`src/mra_pkg.sv`:
```
// Constants, types and register map of the monitor result and alert block.
// Assumes a 32-bit APB master; register index times four is the byte address.
// Overview of operation
// Rail reading read-only, never negative.
// Heat reading in 15:4, low nibble zero.
// Current result read-only signed word.
// Power result read-only unsigned 24 bits.
// Transparent mode: alert follows fault condition.
// Latched mode: alert holds until diagnostic read.
// Ready-to-pin enable routes done flag to alert.
// Compare on raw or averaged results.
// Polarity bit selects alert active level.
// Reserved bits read zero, not writable.
// Overflow flag clears on next conversion.
// Heat above limit sets temp flag.
// Shunt above limit sets sense-over flag.
// Shunt below limit sets sense-under flag.
// Rail above limit sets rail-over flag.
// Rail below limit sets rail-under flag.
// Power above limit sets watt flag.
// Latched limit flags clear on diagnostic read.
// Done flag sets on completion, clears.
// Trim checksum bit resets one, error clears.
// Averaging: results update only when complete.
// Heat limit compares directly, same scaling.
// Read clear happens after data capture.
package mra_pkg;
  // Register indices; byte address is four times the index.
  localparam logic [3:0] MRA_IDX_RAIL = 4'h5;
  localparam logic [3:0] MRA_IDX_HEAT = 4'h6;
  localparam logic [3:0] MRA_IDX_CUR = 4'h7;
  localparam logic [3:0] MRA_IDX_PWR = 4'h8;
  localparam logic [3:0] MRA_IDX_DIAG = 4'hb;
  // Diagnostic register field positions.
  localparam int MRA_BIT_HOLD = 15;
  localparam int MRA_BIT_RDYPIN = 14;
  localparam int MRA_BIT_AVGCMP = 13;
  localparam int MRA_BIT_POL = 12;
  localparam int MRA_BIT_OVF = 9;
  localparam int MRA_BIT_LIM_LO = 2;
  localparam int MRA_BIT_DONE = 1;
  localparam int MRA_BIT_TRIM = 0;
  // Values after reset.
  localparam logic [3:0] MRA_CTL_RST = 4'h0;
  localparam logic MRA_TRIM_RST = 1'b1;
  localparam logic [15:0] MRA_RES_RST = 16'h0000;
  localparam logic [23:0] MRA_PWR_RST = 24'h000000;
  // Averaging count code for a single sample.
  localparam logic [2:0] MRA_AVG_ONE = 3'h0;

  // Whole state of the block.
  typedef struct packed {
    logic [15:0] rail;
    logic [15:0] heat;
    logic [15:0] cur;
    logic [23:0] pwr;
    logic [3:0] ctl;
    logic ovf;
    logic [5:0] lim;
    logic done;
    logic trim_ok;
    logic pready;
    logic pslverr;
    logic [31:0] prdata;
    logic alert_oe;
  } mra_state_t;
endpackage : mra_pkg
```
`src/mra_monitor_regs.sv`:
```
// Result registers and diagnostic/alert register of the power monitor.
// Assumes the conversion engine and limit registers run on the same clock
// and hand over values with one-cycle strobes.
// The alert pin is an open drain: only its enable toggles, and a board
// pull-up sets the released level that the polarity bit relies on.
//
// Added by the designer: register access over APB.
`timescale 1ns/1ns
`default_nettype none
module mra_monitor_regs #(
  parameter int ADDR_W = 8
) (
  input wire logic clock,
  input wire logic rst,
  input wire logic psel,
  input wire logic penable,
  input wire logic pwrite,
  input wire logic [ADDR_W-1:0] paddr,
  input wire logic [31:0] pwdata,
  input wire logic [3:0] pstrb,
  output logic [31:0] prdata,
  output logic pready,
  output logic pslverr,
  input wire logic meas_done,
  input wire logic meas_final,
  input wire logic [2:0] sample_averaging_count,
  input wire logic [14:0] rail_in,
  input wire logic [11:0] heat_in,
  input wire logic [15:0] shunt_in,
  input wire logic [15:0] current_in,
  input wire logic [23:0] power_in,
  input wire logic [11:0] temp_limit,
  input wire logic [15:0] shunt_over_limit,
  input wire logic [15:0] shunt_under_limit,
  input wire logic [14:0] rail_over_limit,
  input wire logic [14:0] rail_under_limit,
  input wire logic [23:0] power_limit,
  input wire logic math_overflow,
  input wire logic conv_start,
  input wire logic trim_error,
  output logic alert_out,
  output logic alert_oe
);
  import mra_pkg::*;

  // The index decode needs address bits 5:2 at least.
  // A narrower bus could not tell the five registers apart.
  if (ADDR_W < 6) begin : g_chk
    $error("ADDR_W must be at least 6");
  end

  // Limit check of one set of readings; bit order is flags 7 down to 2.
  // Heat and shunt compare signed, rail and power unsigned, so a negative
  // limit on a signed reading trips the way the host expects.
  function automatic logic [5:0] mra_limits(
    input logic [11:0] heat,
    input logic [11:0] tlim,
    input logic [15:0] sh,
    input logic [15:0] shov,
    input logic [15:0] shun,
    input logic [14:0] rail,
    input logic [14:0] rov,
    input logic [14:0] run,
    input logic [23:0] pw,
    input logic [23:0] plim
  );
    logic [5:0] v;
    v[5] = $signed(heat) > $signed(tlim);
    v[4] = $signed(sh) > $signed(shov);
    v[3] = $signed(sh) < $signed(shun);
    v[2] = rail > rov;
    v[1] = rail < run;
    v[0] = pw > plim;
    return v;
  endfunction : mra_limits

  mra_state_t state_reg; // Registered state of the whole block.
  mra_state_t state_next; // Next value of the state.

  logic [3:0] idx; // Word index of the current bus address.
  logic mapped; // The address hits one of the five registers.
  logic acc_done; // An APB access completes at this edge.
  logic rd_diag; // A read of the diagnostic register completes.
  logic final_res; // This strobe carries a finished result.
  logic cmp_evt; // Limit comparison happens at this edge.
  logic [5:0] viol; // Limits violated by the present readings.
  logic hold; // Latched alert mode is selected.
  logic [15:0] diag_word; // Read view of the diagnostic register.
  logic alert_act; // Alert condition, before polarity.

  // Address decode and event qualifiers.
  always_comb begin
    idx = paddr[5:2];
    mapped = 1'b0;
    if (paddr[ADDR_W-1:6] != '0) begin
      mapped = 1'b0;
    end else if (idx == MRA_IDX_RAIL || idx == MRA_IDX_HEAT) begin
      mapped = 1'b1;
    end else if (idx == MRA_IDX_CUR || idx == MRA_IDX_PWR) begin
      mapped = 1'b1;
    end else if (idx == MRA_IDX_DIAG) begin
      mapped = 1'b1;
    end
    acc_done = psel && penable && state_reg.pready;
    rd_diag = acc_done && !pwrite && mapped && idx == MRA_IDX_DIAG;
    // With averaging off, every sample is already a finished one.
    final_res = meas_done && (meas_final || sample_averaging_count == MRA_AVG_ONE);
    // Averaged compare waits for the finished value; raw takes each one.
    cmp_evt = state_reg.ctl[MRA_BIT_AVGCMP-12] ? final_res : meas_done;
    viol = mra_limits(heat_in, temp_limit, shunt_in, shunt_over_limit,
                      shunt_under_limit, rail_in, rail_over_limit,
                      rail_under_limit, power_in, power_limit);
    hold = state_reg.ctl[MRA_BIT_HOLD-12];
  end

  // Read view; reserved bits 11:10 and 8 are constant zero.
  always_comb begin
    diag_word = 16'h0000;
    diag_word[15:12] = state_reg.ctl;
    diag_word[MRA_BIT_OVF] = state_reg.ovf;
    diag_word[MRA_BIT_LIM_LO +: 6] = state_reg.lim;
    diag_word[MRA_BIT_DONE] = state_reg.done;
    diag_word[MRA_BIT_TRIM] = state_reg.trim_ok;
  end

  // Next-state logic for results, flags, bus answer and alert pin.
  always_comb begin
    state_next = state_reg;
    // Results load only from finished conversions.
    if (final_res) begin
      state_next.rail = {1'b0, rail_in};
      state_next.heat = {heat_in, 4'h0};
      state_next.cur = current_in;
      state_next.pwr = power_in;
    end
    // Overflow: a new conversion clears, a fresh overflow wins.
    if (conv_start) begin
      state_next.ovf = 1'b0;
    end
    if (math_overflow) begin
      state_next.ovf = 1'b1;
    end
    // Limit flags. Only bits the host actually saw are cleared, so a
    // flag set between capture and completion is not lost.
    if (hold) begin
      if (rd_diag) begin
        state_next.lim = state_reg.lim & ~state_reg.prdata[MRA_BIT_LIM_LO +: 6];
      end
      if (cmp_evt) begin
        state_next.lim = state_next.lim | viol;
      end
    end else if (cmp_evt) begin
      // Transparent flags follow the latest comparison.
      state_next.lim = viol;
    end
    // Done flag; setting beats the read and conversion clears in the same cycle.
    if (hold && rd_diag && state_reg.prdata[MRA_BIT_DONE]) begin
      state_next.done = 1'b0;
    end
    if (conv_start) begin
      state_next.done = 1'b0;
    end
    if (final_res) begin
      state_next.done = 1'b1;
    end
    // Trim status never recovers without a reset.
    if (trim_error) begin
      state_next.trim_ok = 1'b0;
    end
    // Control bits are the only writable field (byte lane 1).
    if (acc_done && pwrite && mapped && idx == MRA_IDX_DIAG && pstrb[1]) begin
      state_next.ctl = pwdata[15:12];
    end
    // APB: one wait state; data is captured as pready rises.
    // The wait state lets the read mux land in a register, so prdata is a
    // clean flop output; the price is one extra cycle per transfer.
    state_next.pready = 1'b0;
    state_next.pslverr = 1'b0;
    if (psel && penable && !state_reg.pready) begin
      state_next.pready = 1'b1;
      state_next.pslverr = !mapped;
      state_next.prdata = 32'h00000000;
      if (pwrite || !mapped) begin
        state_next.prdata = 32'h00000000;
      end else if (idx == MRA_IDX_RAIL) begin
        state_next.prdata = {16'h0000, state_reg.rail};
      end else if (idx == MRA_IDX_HEAT) begin
        state_next.prdata = {16'h0000, state_reg.heat};
      end else if (idx == MRA_IDX_CUR) begin
        state_next.prdata = {16'h0000, state_reg.cur};
      end else if (idx == MRA_IDX_PWR) begin
        state_next.prdata = {8'h00, state_reg.pwr};
      end else begin
        state_next.prdata = {16'h0000, diag_word};
      end
    end
    // Alert pin: limit flags, plus done when routed to the pin.
    // The done flag alone raises the pin only with the routing bit set.
    alert_act = (state_reg.lim != 6'h00) ||
                (state_reg.ctl[MRA_BIT_RDYPIN-12] && state_reg.done);
    // Open drain can only pull low: active-low pulls while active,
    // active-high pulls while idle.
    state_next.alert_oe = alert_act ^ state_reg.ctl[MRA_BIT_POL-12];
    // Reset comes last, so it beats every event and bus access in the
    // same cycle; the result, control and trim values are package constants.
    if (rst) begin
      state_next.rail = MRA_RES_RST;
      state_next.heat = MRA_RES_RST;
      state_next.cur = MRA_RES_RST;
      state_next.pwr = MRA_PWR_RST;
      state_next.ctl = MRA_CTL_RST;
      state_next.ovf = 1'b0;
      state_next.lim = 6'h00;
      state_next.done = 1'b0;
      state_next.trim_ok = MRA_TRIM_RST;
      state_next.pready = 1'b0;
      state_next.pslverr = 1'b0;
      state_next.prdata = 32'h00000000;
      state_next.alert_oe = 1'b0;
    end
  end

  // Single state register; reset is folded into the next value.
  // The state is unknown until the first edge with rst high.
  always_ff @(posedge clock) begin
    state_reg <= state_next;
  end

  // Outputs straight from the state flip-flops; the pin level is always 0.
  assign prdata = state_reg.prdata;
  assign pready = state_reg.pready;
  assign pslverr = state_reg.pslverr;
  assign alert_oe = state_reg.alert_oe;
  assign alert_out = 1'b0;
endmodule : mra_monitor_regs
`default_nettype wire

```
`config.mk`:
```
export PLATFORM = sky130hd
export DESIGN_NAME = mra_monitor_regs
export DESIGN_NICKNAME = d
export VERILOG_FILES = /design/src/mra_pkg.sv /design/src/mra_monitor_regs.sv
export SDC_FILE = /design/constraint.sdc
export NUM_CORES = 1
export LEC_CHECK = 0
export ABC_CLOCK_PERIOD_IN_PS = 3610
export BUFFER_PORTS_ARGS = -buffer_cell sky130_fd_sc_hd__buf_2
export CAP_MARGIN = 20
export CORE_MARGIN = 2
export CORE_UTILIZATION = 54
export CTS_CLUSTER_DIAMETER = 60
export DETAILED_ROUTE_END_ITERATION = 7
export PLACE_DENSITY = 0.89
export SLEW_MARGIN = 20
export SYNTH_ARGS = -nofsm -noshare
export SYNTH_HDL_FRONTEND = slang
export SYNTH_SLANG_ARGS = --single-unit
```
`constraint.sdc`:
```
create_clock -name clock -period 3.61 [get_ports clock]
set_input_delay 0.722 -clock clock [delete_from_list [all_inputs] [get_ports clock]]
set_output_delay 0.722 -clock clock [all_outputs]
set_load 0.01 [all_outputs]
```
# Word-level counts from Yosys, hierarchy flattened
# Index checks and enable logic that the tools add are counted.
# word_totals
reg_bits	115
latchBits	0
mem_bits_rw	0
mem_bits_ro	0
mem_count	0
# op_classes
n_addsub	0
multipliers	0
n_div	0
order_cmp	6
n_eq_ne	5
shift	0
muxes	21
bitwise_logic	5
reduce_logical	29
# ops
cell	n
$mux 24	5
$mux 34	1
$mux 6	5
$gt 24x24->1	1
$gt 16x16->1	1
$lt 16x16->1	1
$gt 15x15->1	1
$lt 15x15->1	1
$logic_and 1x1->1	14
$eq 4x3->1 const B	3
$gt 12x12->1	1
$mux 1	10
$eq 4x4->1 const B	2
$and 6x6->6	1
$not 6->6	1
$or 6x6->6	1
$reduce_bool 2->1	3
$reduce_bool 6->1	1
$logic_or 1x1->1	5
$logic_not 1->1	3
$logic_not 3->1	1
$reduce_bool 3->1	1
$reduce_or 2->1	1
$not 1->1	1
$xor 1x1->1	1

# Longest topological paths before layout
# Gate-level depths: netlist (run 1).
# depth
depth_word	12
mapped_depth	9
depth_no_buf	8

# Worst setup path before layout (run 1)
# Ideal clock, no wire load.
# synth_path
path_kind	input -> register
start	in paddr[2]
end	reg state_reg, in the netlist diag_word[4]
setup_ns	0.117
t_arrival_ns	2.346
required_ns	3.493
slack_ns	1.146
cell_stages	7
n_path_buf	2
path_cell_list	buf_2 > or4b_4 > a41o_4 > and4bb_1 > buf_2 > nand2_1 > a32o_1
# synth_between
elab_chain_len	12
# synth_rtl
element	line_no	text
start, declared	mra_monitor_regs.sv:18	input wire logic [ADDR_W-1:0] paddr,
$eq 4x4->1, or another cell as far along	mra_monitor_regs.sv:101, mra_monitor_regs.sv:105	
$mux 1 or $logic_or 1x1->1 (tied branches)	mra_monitor_regs.sv:101, mra_monitor_regs.sv:99	
$mux 1	mra_monitor_regs.sv:99	end else if (idx == MRA_IDX_CUR || idx == MRA_IDX_PWR) begin
$mux 1	mra_monitor_regs.sv:97	end else if (idx == MRA_IDX_RAIL || idx == MRA_IDX_HEAT) begin
$mux 1	mra_monitor_regs.sv:95	if (paddr[ADDR_W-1:6] != '0) begin
$logic_and 1x1->1	mra_monitor_regs.sv:105	rd_diag = acc_done && !pwrite && mapped && idx == MRA_IDX_DIAG;
$logic_and 1x1->1 *	mra_monitor_regs.sv:105	
$mux 6 *	mra_monitor_regs.sv:146	if (rd_diag) begin
$mux 6 *	mra_monitor_regs.sv:145	if (hold) begin
$or 6x6->6	mra_monitor_regs.sv:150	state_next.lim = state_next.lim | viol;
$mux 6 *	mra_monitor_regs.sv:149	if (cmp_evt) begin
$mux 6 *	mra_monitor_regs.sv:145	
end signal, assigned	mra_monitor_regs.sv:226	state_reg <= state_next;
end, declared	mra_monitor_regs.sv:77	mra_state_t state_reg;
# Every way passes the cells marked *; elsewhere a longest branch is shown, timed or not. The select of a mux whose other input is x is not followed.
# A chain may end at the register's enable or synchronous reset.

# Final worst setup path (run 1)
# layout_path
start	in paddr[2]
end	reg state_reg, in the netlist prdata[12]
# layout_between
elab_chain_len	8
# layout_rtl
element	line_no	text
$eq 4x4->1, or another cell as far along	mra_monitor_regs.sv:101	end else if (idx == MRA_IDX_DIAG) begin
$mux 1 or $logic_or 1x1->1 (tied branches)	mra_monitor_regs.sv:101, mra_monitor_regs.sv:99	
$mux 1	mra_monitor_regs.sv:99	
$mux 1	mra_monitor_regs.sv:97	
$mux 1	mra_monitor_regs.sv:95	
$logic_not 1->1	mra_monitor_regs.sv:183	if (pwrite || !mapped) begin
$logic_or 1x1->1	mra_monitor_regs.sv:183	
$mux 24 *	mra_monitor_regs.sv:183	
# Every way passes the cells marked *; elsewhere a longest branch is shown, timed or not.

==> results of run 1 <==
## how the worst min path moves through the flow
stage | from | to | slack (ns) | depth (start not counted)
2_1_floorplan | state_reg[80]$_SDFFE_PP0P_ | state_reg[80]$_SDFFE_PP0P_ | 0.43 | 2
4_1_cts | state_reg[72]$_SDFFE_PP0P_ | state_reg[72]$_SDFFE_PP0P_ | 0.46 | 2
6_report | state_reg[72]$_SDFFE_PP0P_ | state_reg[72]$_SDFFE_PP0P_ | 0.45 | 2
3_5_place_dp | state_reg[83]$_SDFFE_PP0P_ | state_reg[83]$_SDFFE_PP0P_ | 0.45 | 2
5_1_grt | state_reg[117]$_SDFFE_PP0P_ | state_reg[117]$_SDFFE_PP0P_ | 0.48 | 2
3_3_place_gp | prdata[12]$_SDFFE_PP0P_ | prdata[12]$_SDFFE_PP0P_ | 0.44 | 2
## area by class of cell
type	count	area, um2
diodes	1	2.50
clock buffers	10	239
clock inverters	6	96.3
fillers	1037	4230
inverters	100	375
multi-input cells	651	4140
flip-flops and latches	107	2140
well taps	172	215
repair buffers	240	1240
## cells by family after synthesis
group,count (synthesis),share of synthesized area
AND/OR/NAND/NOR,292,0.185
AO/OA/AOI/OAI,245,0.214
buffers and inverters,174,0.111
flip-flops,107,0.305
adder cells (fa/ha/maj),96,0.171
multiplexers,8,0.0114
other,1,0.000535
XOR/XNOR,1,0.00125
## worst max-delay path: stages
cell,delay (ns)
buf_2,0.27
or4b_4,0.70
a41o_4,0.29
nor3_4,0.54
o211ai_1,0.23
a21oi_1,0.18
## power groups by stage
| stage | logic (mW) | clock network [mW] | registers (mW) |
|---|---|---|---|
| global route | 0.646 | 1.14 | 1.27 |
| finish | 0.565 | 1.07 | 1.26 |
| global placement | 0.541 | 0 | 1.29 |
| floorplan | 0.343 | 0 | 1.28 |
| CTS | 0.564 | 1.08 | 1.26 |
| detailed placement | 0.559 | 0 | 1.29 |
## routing by layer
metal	global-route usage	part of all wire
met2	0.493	0.48
met3	0.0480	0.083
met4	0.0889	0.024
met1	0.358	0.41
met5	0	0
## cells in the final DEF (no fill, tap or decap), drive strengths merged, types with 16 or more instances in the layout
master / n
a21oi: 123
a22oi: 27
nand4: 16
ha: 96
nor2: 50
dfxtp: 107
buf: 240
inv: 101
nand2: 174
o21ai: 29
nand3: 16
==> flow_summary.toml, run 1 <==
[setup_path]
ff2ff_path_depth = 4
crit_fanout = 26
crit_type = "in2reg"
cp-end-kind = "register"
reg2reg_to = "alert_oe$_SDFF_PP0_"
critPathLaunch = "paddr[2]"
r2r-start = "diag_word[3]$_SDFFE_PP0P_"
r2r_setup_slack_ns = 1.63
cp.required_ns = 3.88
cp.arrival_ns = 2.94
crit_path_end = "prdata[12]$_SDFFE_PP0P_"
startpoint_type = "input pin"

[floorplanning]
die_height_um = 118
io_pins = 274
start_util = 0.554
rows = 41
die_x_um = 118
dieArea_um2 = 13900
core_area_um2 = 12700

[sta]
relSlewSlack = 0.479
finalHoldViolCount = 0
tns_ns = 0
setup_ws_ns = 0.947
fin_hold_ws_ns = 0.455
slew_violations = 0
fmax_mhz = 375
setup_viol = 0
final.period_utilization = 0.738
tightestPinTransition_ns = 0.773
finalCriticalPeriod_ns = 2.66
rsz0062_at_grt = "no"
finClkSkew_ns = 0.0105

[final_layout]
synthToLayoutAreaGrowth_pct = 20.4
drive_above_1_share = 0.238
nets = 1443
largest_register_ffs = 67
fin_cells = 1287
design_area_um2 = 8440
fin_util = 0.666

[synthesis]
syn-cell-area_um2 = 7020
ys_seq_area_frac = 0.305
avgSynthCellArea_um2 = 7.59
post-synth-top-area-cell = "dfxtp_1"
synth_common_cells = "nand2_1 (174), a21oi_1 (123), dfxtp_1 (107)"
synth-edff-count = 0
ys_async_sr_fraction = 0
synth_top_cell_area_share = 0.305
yosys_most_used_dff = "dfxtp_1"
synth.most_common_cell = "nand2_1"
ys_top_cells_by_area = "dfxtp_1 (31%), ha_1 (17%), nand2_1 (9.3%), a21oi_1 (8.8%), inv_1 (5.4%)"
synth-seq-cells = 107
synthDistinctLibCells = 56
synth_warnings = 0
synthCells = 924

[pwr]
p_comb_frac = 0.195
totalPowerFinal_mw = 2.90
clockPowerShare = 0.370
p_switching_mw = 0.790
seqPwrFrac = 0.435
p_per_area_nw_per_um2 = 344
p_int_mw = 2.11
irDropWorstVdd_mv = 0.215
p_leak_nw = 4.20
switching_share = 0.272

[clock_network]
clk_latency_ns = 0.34
tritoncts = "built"
cts_sinks = 107
cts-root-buf = "clkbuf_16"
cts_hold_buf = 0
htree_levels = 3
ctsResizeCount = 0
cts_buffers = 9
cts_buffer_depth = 2
post_cts_buffers = 0
clk_pin_slew_worst_paths_ns = 0.07

[route]
firstDrtPassIters = 6
postRouteAntennaNets = 0
drtIter0Drc = 639
vias = 7185
drt-wirelength-per-cell_um = 15.2
wirelength_um = 19600
drcViolationCount = 0
via_per_inst = 5.58

[grt]
grt_overflow = 0
grt_pass1_wl_um = 32500
grtUsageTotal = 0.284
grt_max_degree = 69
antenna_found_initial = 1
grt_pass1_vias = 6732

[place]
place.gp.congestion = 0.892
dp_slack_ns = 0.685
placed_area_um2 = 8110
hpwl_um = 15500
placedCellCount = 1270
port_buffers = 231

[outcome]
outcome = "completed"

[worst_hold_path]
hp-class = "reg2reg"

[job]
cap_violations = 0
(Power assumes the default switching activity.)
==> inputs of run 2 (changes only) <==
- ABC_AREA: not set -> 1
- ABC_CLOCK_PERIOD_IN_PS: 3610 -> 2300
- CORE_UTILIZATION: 54 -> 45
- PLACE_DENSITY: 0.89 -> 0.79
- clock period: 3.61 -> 2.3 ns (I/O delays scaled with it)
==> flow_summary.toml, run 2 <==
[outcome]
outcome = "completed"

[route]
via_per_inst = 4.93
drcViolationCount = 0
vias = 7191
postRouteAntennaNets = 0
firstDrtPassIters = 5
drt-wirelength-per-cell_um = 13.1
drtIter0Drc = 433
wirelength_um = 19100

[sta]
fin_hold_ws_ns = 0.303
tns_ns = 0
finalCriticalPeriod_ns = 1.82
setup_viol = 0
slew_violations = 0
setup_ws_ns = 0.479
fmax_mhz = 549
finClkSkew_ns = 0.0140
final.period_utilization = 0.792
relSlewSlack = 0.674
finalHoldViolCount = 0
tightestPinTransition_ns = 0.477
rsz0062_at_grt = "no"

[clock_network]
cts_sinks = 107
clk_pin_slew_worst_paths_ns = 0.07
clk_latency_ns = 0.35
cts_buffer_depth = 2
cts-root-buf = "clkbuf_16"
tritoncts = "built"
htree_levels = 3
cts_buffers = 9
post_cts_buffers = 0
ctsResizeCount = 0
cts_hold_buf = 0

[synthesis]
synth_common_cells = "nor2_1 (194), inv_1 (143), nand2_1 (142)"
avgSynthCellArea_um2 = 6.89
synth_warnings = 0
post-synth-top-area-cell = "dfxtp_1"
synth-compound-area-share = 0.167
synthAdderAreaFrac = 0.168
ys_top_cells_by_area = "dfxtp_1 (30%), ha_1 (17%), nor2_1 (10%), inv_1 (7.5%), nand2_1 (7.5%)"
synth-edff-count = 0
muxShareOfSynthArea = 0
synth.most_common_cell = "nor2_1"
ys_seq_area_frac = 0.300
syn-cell-area_um2 = 7140
synthCells = 1035
synth_xor_xnor_area_share = 0
synth-seq-cells = 107
synth_top_cell_area_share = 0.300
ys_async_sr_fraction = 0
yosys.area_share.simple = 0.234
yosys_most_used_dff = "dfxtp_1"
synthDistinctLibCells = 39
synth_top_family_by_area = "simple AND/OR/NAND/NOR gates"

[final_layout]
largest_register_ffs = 67
n_fill_cell = 1540
drive_above_1_share = 0.224
fin_util = 0.550
synthToLayoutAreaGrowth_pct = 21.1
final_common_cell = "buf_2"
multiInputGateArea_um2 = 4090
final_cell_mix = "buf_2 (231), nor2_1 (194), inv_1 (143), nand2_1 (142), dfxtp_1 (107)"
nets = 1571
regArea_um2 = 2140

[pwr]
switching_share = 0.295
p_switching_mw = 1.30
p_per_area_nw_per_um2 = 511
p_int_mw = 3.11
clockPowerShare = 0.325
p_leak_nw = 4.58
irDropWorstVdd_mv = 0.422
p_comb_frac = 0.217
seqPwrFrac = 0.458
totalPowerFinal_mw = 4.41

[setup_path]
cp.arrival_ns = 2.08
cp.required_ns = 2.56
cpPeakStageDelay_ns = 0.18
startpoint_type = "input pin"
r2r-start = "pready$_SDFF_PP0_"
crit_slowest_cell = "nor2_4"
critPathBufInv = 2
ff2ff_path_depth = 7
reg2reg_to = "prdata[23]$_SDFFE_PP0P_"
crit_family = "simple AND/OR/NAND/NOR gates"
crit_fanout = 13
path_cells = "buf_2 > nor2_4 > nand2_1 > nand3_1 > nor2_2 > nor2_8 > nand2_2 > nor2_4 > inv_2 > nor2_1 > nand2_1 > a21oi_1"
cp-end-kind = "register"
crit_type = "in2reg"
r2r_setup_slack_ns = 0.68

[worst_hold_path]
holdPathEnd = "diag_word[0]$_SDFFE_PP1P_"
worstHoldPathCells = 2
hold_start = "trim_error"
hp-class = "in2reg"

[grt]
grt_pass1_vias = 6617
grt_pass1_wl_um = 30000
grt_overflow = 0
grtUsageTotal = 0.222
antenna_found_initial = 2
grt_max_degree = 74

[floorplanning]
rows = 46
io_pins = 274
die_x_um = 130
start_util = 0.454
core_area_um2 = 15700
dieArea_um2 = 16900
die_height_um = 130

[job]
cap_violations = 0

[place]
port_buffers = 231
dp_slack_ns = 0.190
hpwl_um = 15800
place.gp.congestion = 0.932
-- run 2: cell count changes in the layout (fill, tap and decap cells not counted), moves of 7 or more --
cell      change
o21ai_0      +70
a21oi_1      -37
nand2_1      -32
a22oi_1      -26
nor2_1      +144
a22o_1        +9
mux2i_1       -8
nand2b_1      -8
inv_1        +43
nor2b_1       -8
a21o_1       -11
a211oi_1      -7
-- run 2: power groups by stage --
stage / registers (mW) / logic [mW] / clock network [mW]
after floorplan: 2.04 / 0.594 / 0
after global placement: 2.06 / 0.925 / 0
after detailed placement: 2.06 / 0.954 / 0
after CTS: 2.02 / 0.960 / 1.45
after global routing: 2.03 / 1.11 / 1.53
final: 2.02 / 0.958 / 1.43
-- run 2: logic make-up (layout without fill, tap and decap cells) --
kind of cell / after synthesis / after routing
AO/OA/AOI/OAI: 219 / 219
adder cells (fa/ha/maj): 96 / 96
buffers and inverters: 213 / 411
flip-flops: 107 / 107
other: 1 / 11
AND/OR/NAND/NOR: 399 / 399
-- run 2: routing by layer --
| metal | up-vias | track usage | part of all wire |
|---|---|---|---|
| met2 | 251 | 0.376 | 0.46 |
| met5 | - | 0 | 0 |
| met4 | 0 | 0.0835 | 0.033 |
| met3 | 39 | 0.0357 | 0.064 |
| li1 | 3734 | - | - |
| met1 | 3167 | 0.284 | 0.45 |
-- run 2: worst max-delay path by stage --
stage	startpoint	to	slack (ns)	cells past startpoint
after floorplan	paddr[4]	prdata[12]$_SDFFE_PP0P_	0.58	13
after global placement	paddr[4]	prdata[23]$_SDFFE_PP0P_	0.22	13
after detailed placement	paddr[5]	prdata[22]$_SDFFE_PP0P_	0.19	13
after CTS	paddr[5]	prdata[23]$_SDFFE_PP0P_	0.50	12
after global routing	paddr[5]	prdata[23]$_SDFFE_PP0P_	0.31	13
final	paddr[5]	prdata[23]$_SDFFE_PP0P_	0.48	12
-- run 2: area by class of cell --
type,count,share of cell area
multi-input combinational,723,0.474
sequential,107,0.248
timing repair buffer,246,0.150
inverter,150,0.0652
tap,216,0.0313
clock buffer,9,0.0261
clock inverter,6,0.00579
antenna,2,0.000579
-- run 2: metrics by stage --
stage	instance area, um2	std cells
6_report	8640	1459
5_1_grt	8640	1459
4_1_cts	8640	1457
3_5_place_dp	8360	1442
3_3_place_gp	8360	1442
2_1_floorplan	7170	1043
==> inputs of run 3 (changes only) <==
- ABC_CLOCK_PERIOD_IN_PS: 2300 -> 1900
- CORE_UTILIZATION: 45 -> 50
- PLACE_DENSITY: 0.79 -> 0.83
- clock period: 2.3 -> 1.9 ns (I/O delays scaled with it)
==> flow_summary.toml, run 3 (synthesized netlist as in run 2, its figures left out) <==
[final_layout]
fin_util = 0.621
final_cell_mix = "buf_2 (231), nor2_1 (194), inv_1 (143), nand2_1 (141), dfxtp_1 (107)"
fin_cells = 1428
final_common_cell = "buf_2"
design_area_um2 = 8660
drive_above_1_share = 0.229
nets = 1577
synthToLayoutAreaGrowth_pct = 21.3
n_antenna_cell = 0
largest_register_ffs = 67

[job]
cap_violations = 0

[sta]
finalHoldViolCount = 0
finalCriticalPeriod_ns = 1.72
finClkSkew_ns = 0.00942
final.period_utilization = 0.905
relSlewSlack = 0.511
slew_violations = 0
fmax_mhz = 582
tns_ns = 0
rsz0062_at_grt = "no"
tightestPinTransition_ns = 0.731
setup_viol = 0

[clock_network]
cts_buffer_depth = 2
cts_hold_buf = 0
cts_buffers = 9
tritoncts = "built"
cts_sinks = 107
clk_pin_slew_worst_paths_ns = 0.07
cts-root-buf = "clkbuf_16"
htree_levels = 3
ctsResizeCount = 0
post_cts_buffers = 0
clk_latency_ns = 0.34

[floorplanning]
core_area_um2 = 13900
io_pins = 274
dieArea_um2 = 15200
rows = 43
start_util = 0.512
die_x_um = 123
die_height_um = 123

[route]
drcViolationCount = 0
drtIter0Drc = 379
drt-wirelength-per-cell_um = 13.2
wirelength_um = 18900
postRouteAntennaNets = 0
vias = 7349
via_per_inst = 5.15
firstDrtPassIters = 5

[pwr]
seqPwrFrac = 0.449
clockPowerShare = 0.338
switching_share = 0.293
irDropWorstVdd_mv = 0.652
totalPowerFinal_mw = 5.45
p_leak_nw = 4.64
p_int_mw = 3.86
p_comb_frac = 0.213
p_switching_mw = 1.59
p_per_area_nw_per_um2 = 630

[setup_path]
startpoint_type = "input pin"
crit_fanout = 13
cp-end-kind = "register"
crit_type = "in2reg"
cp.arrival_ns = 1.94
r2r_setup_slack_ns = 0.50
cp.required_ns = 2.12

[grt]
antenna_found_initial = 0
grt_max_degree = 74
grt_pass1_wl_um = 30400
grtUsageTotal = 0.248
grt_overflow = 0
grt_pass1_vias = 6926

[place]
place.gp.congestion = 0.925
port_buffers = 231
placedCellCount = 1412
placed_area_um2 = 8360
hpwl_um = 15500

[worst_hold_path]
hp-class = "in2reg"

[outcome]
outcome = "completed"
[run 3: cell types whose count changed in the layout (fill, tap and decap cells not counted), moves of 2 or more]
| cell | previous run | this run |
|---|---|---|
| diode_2 | 2 | 0 |
| buf_4 | 13 | 19 |
| clkinvlp_4 | 4 | 0 |
| clkbuf_8 | 0 | 2 |
[run 3: final cells by class]
cell class,instances,area (um2)
multi-input cells,723,4090
clock buffers,11,253
fillers,1277,5280
repair buffers,252,1340
flip-flops and latches,107,2140
inverters,150,563
well taps,180,225
clock inverters,5,42.5
[run 3: critical path: stages]
cell and delay (ns):
buf_2 0.12, inv_1 0.06, nor2_1 0.05, nand2_1 0.23
nand3_1 0.13, nor2_2 0.26, nor2_8 0.06, nand2_2 0.11
nor2_4 0.05, inv_2 0.18, nor2_1 0.08, a21oi_1 0.16
nor2_1 0.06
[run 3: power by group through the flow]
stage	Clock (mW)	Sequential, mW	Combinational [mW]
after floorplan	0	2.47	0.720
after global placement	0	2.49	1.12
after detailed placement	0	2.49	1.15
after CTS	1.85	2.44	1.16
after global routing	1.95	2.46	1.35
final	1.84	2.45	1.16
[run 3: metal layers]
metal / GRT usage / wire length [um]
met5: 0 / 0
met4: 0.101 / 569
met3: 0.0438 / 1590
met2: 0.418 / 8660
met1: 0.314 / 8060
[run 3: path summary, 6_finish.rpt]
kind,startpoint,end,depth (start not counted)
min,trim_error,diag_word[0]$_SDFFE_PP1P_,2
max,paddr[5],prdata[3]$_SDFFE_PP0P_,13
min reg2reg,prdata[21]$_SDFFE_PP0P_,prdata[21]$_SDFFE_PP0P_,2
max reg2reg,diag_word[5]$_SDFFE_PP0P_,alert_oe$_SDFF_PP0_,5
[run 3: stage by stage]
| stage | hold slack, ns | setup WS, ns |
|---|---|---|
| finish | 0.244 | 0.181 |
| global route | 0.251 | 0.0350 |
| CTS | 0.239 | 0.181 |
| detailed placement | 0.453 | -0.0945 |
| global placement | 0.449 | -0.0444 |
| floorplan | 0.426 | 0.256 |
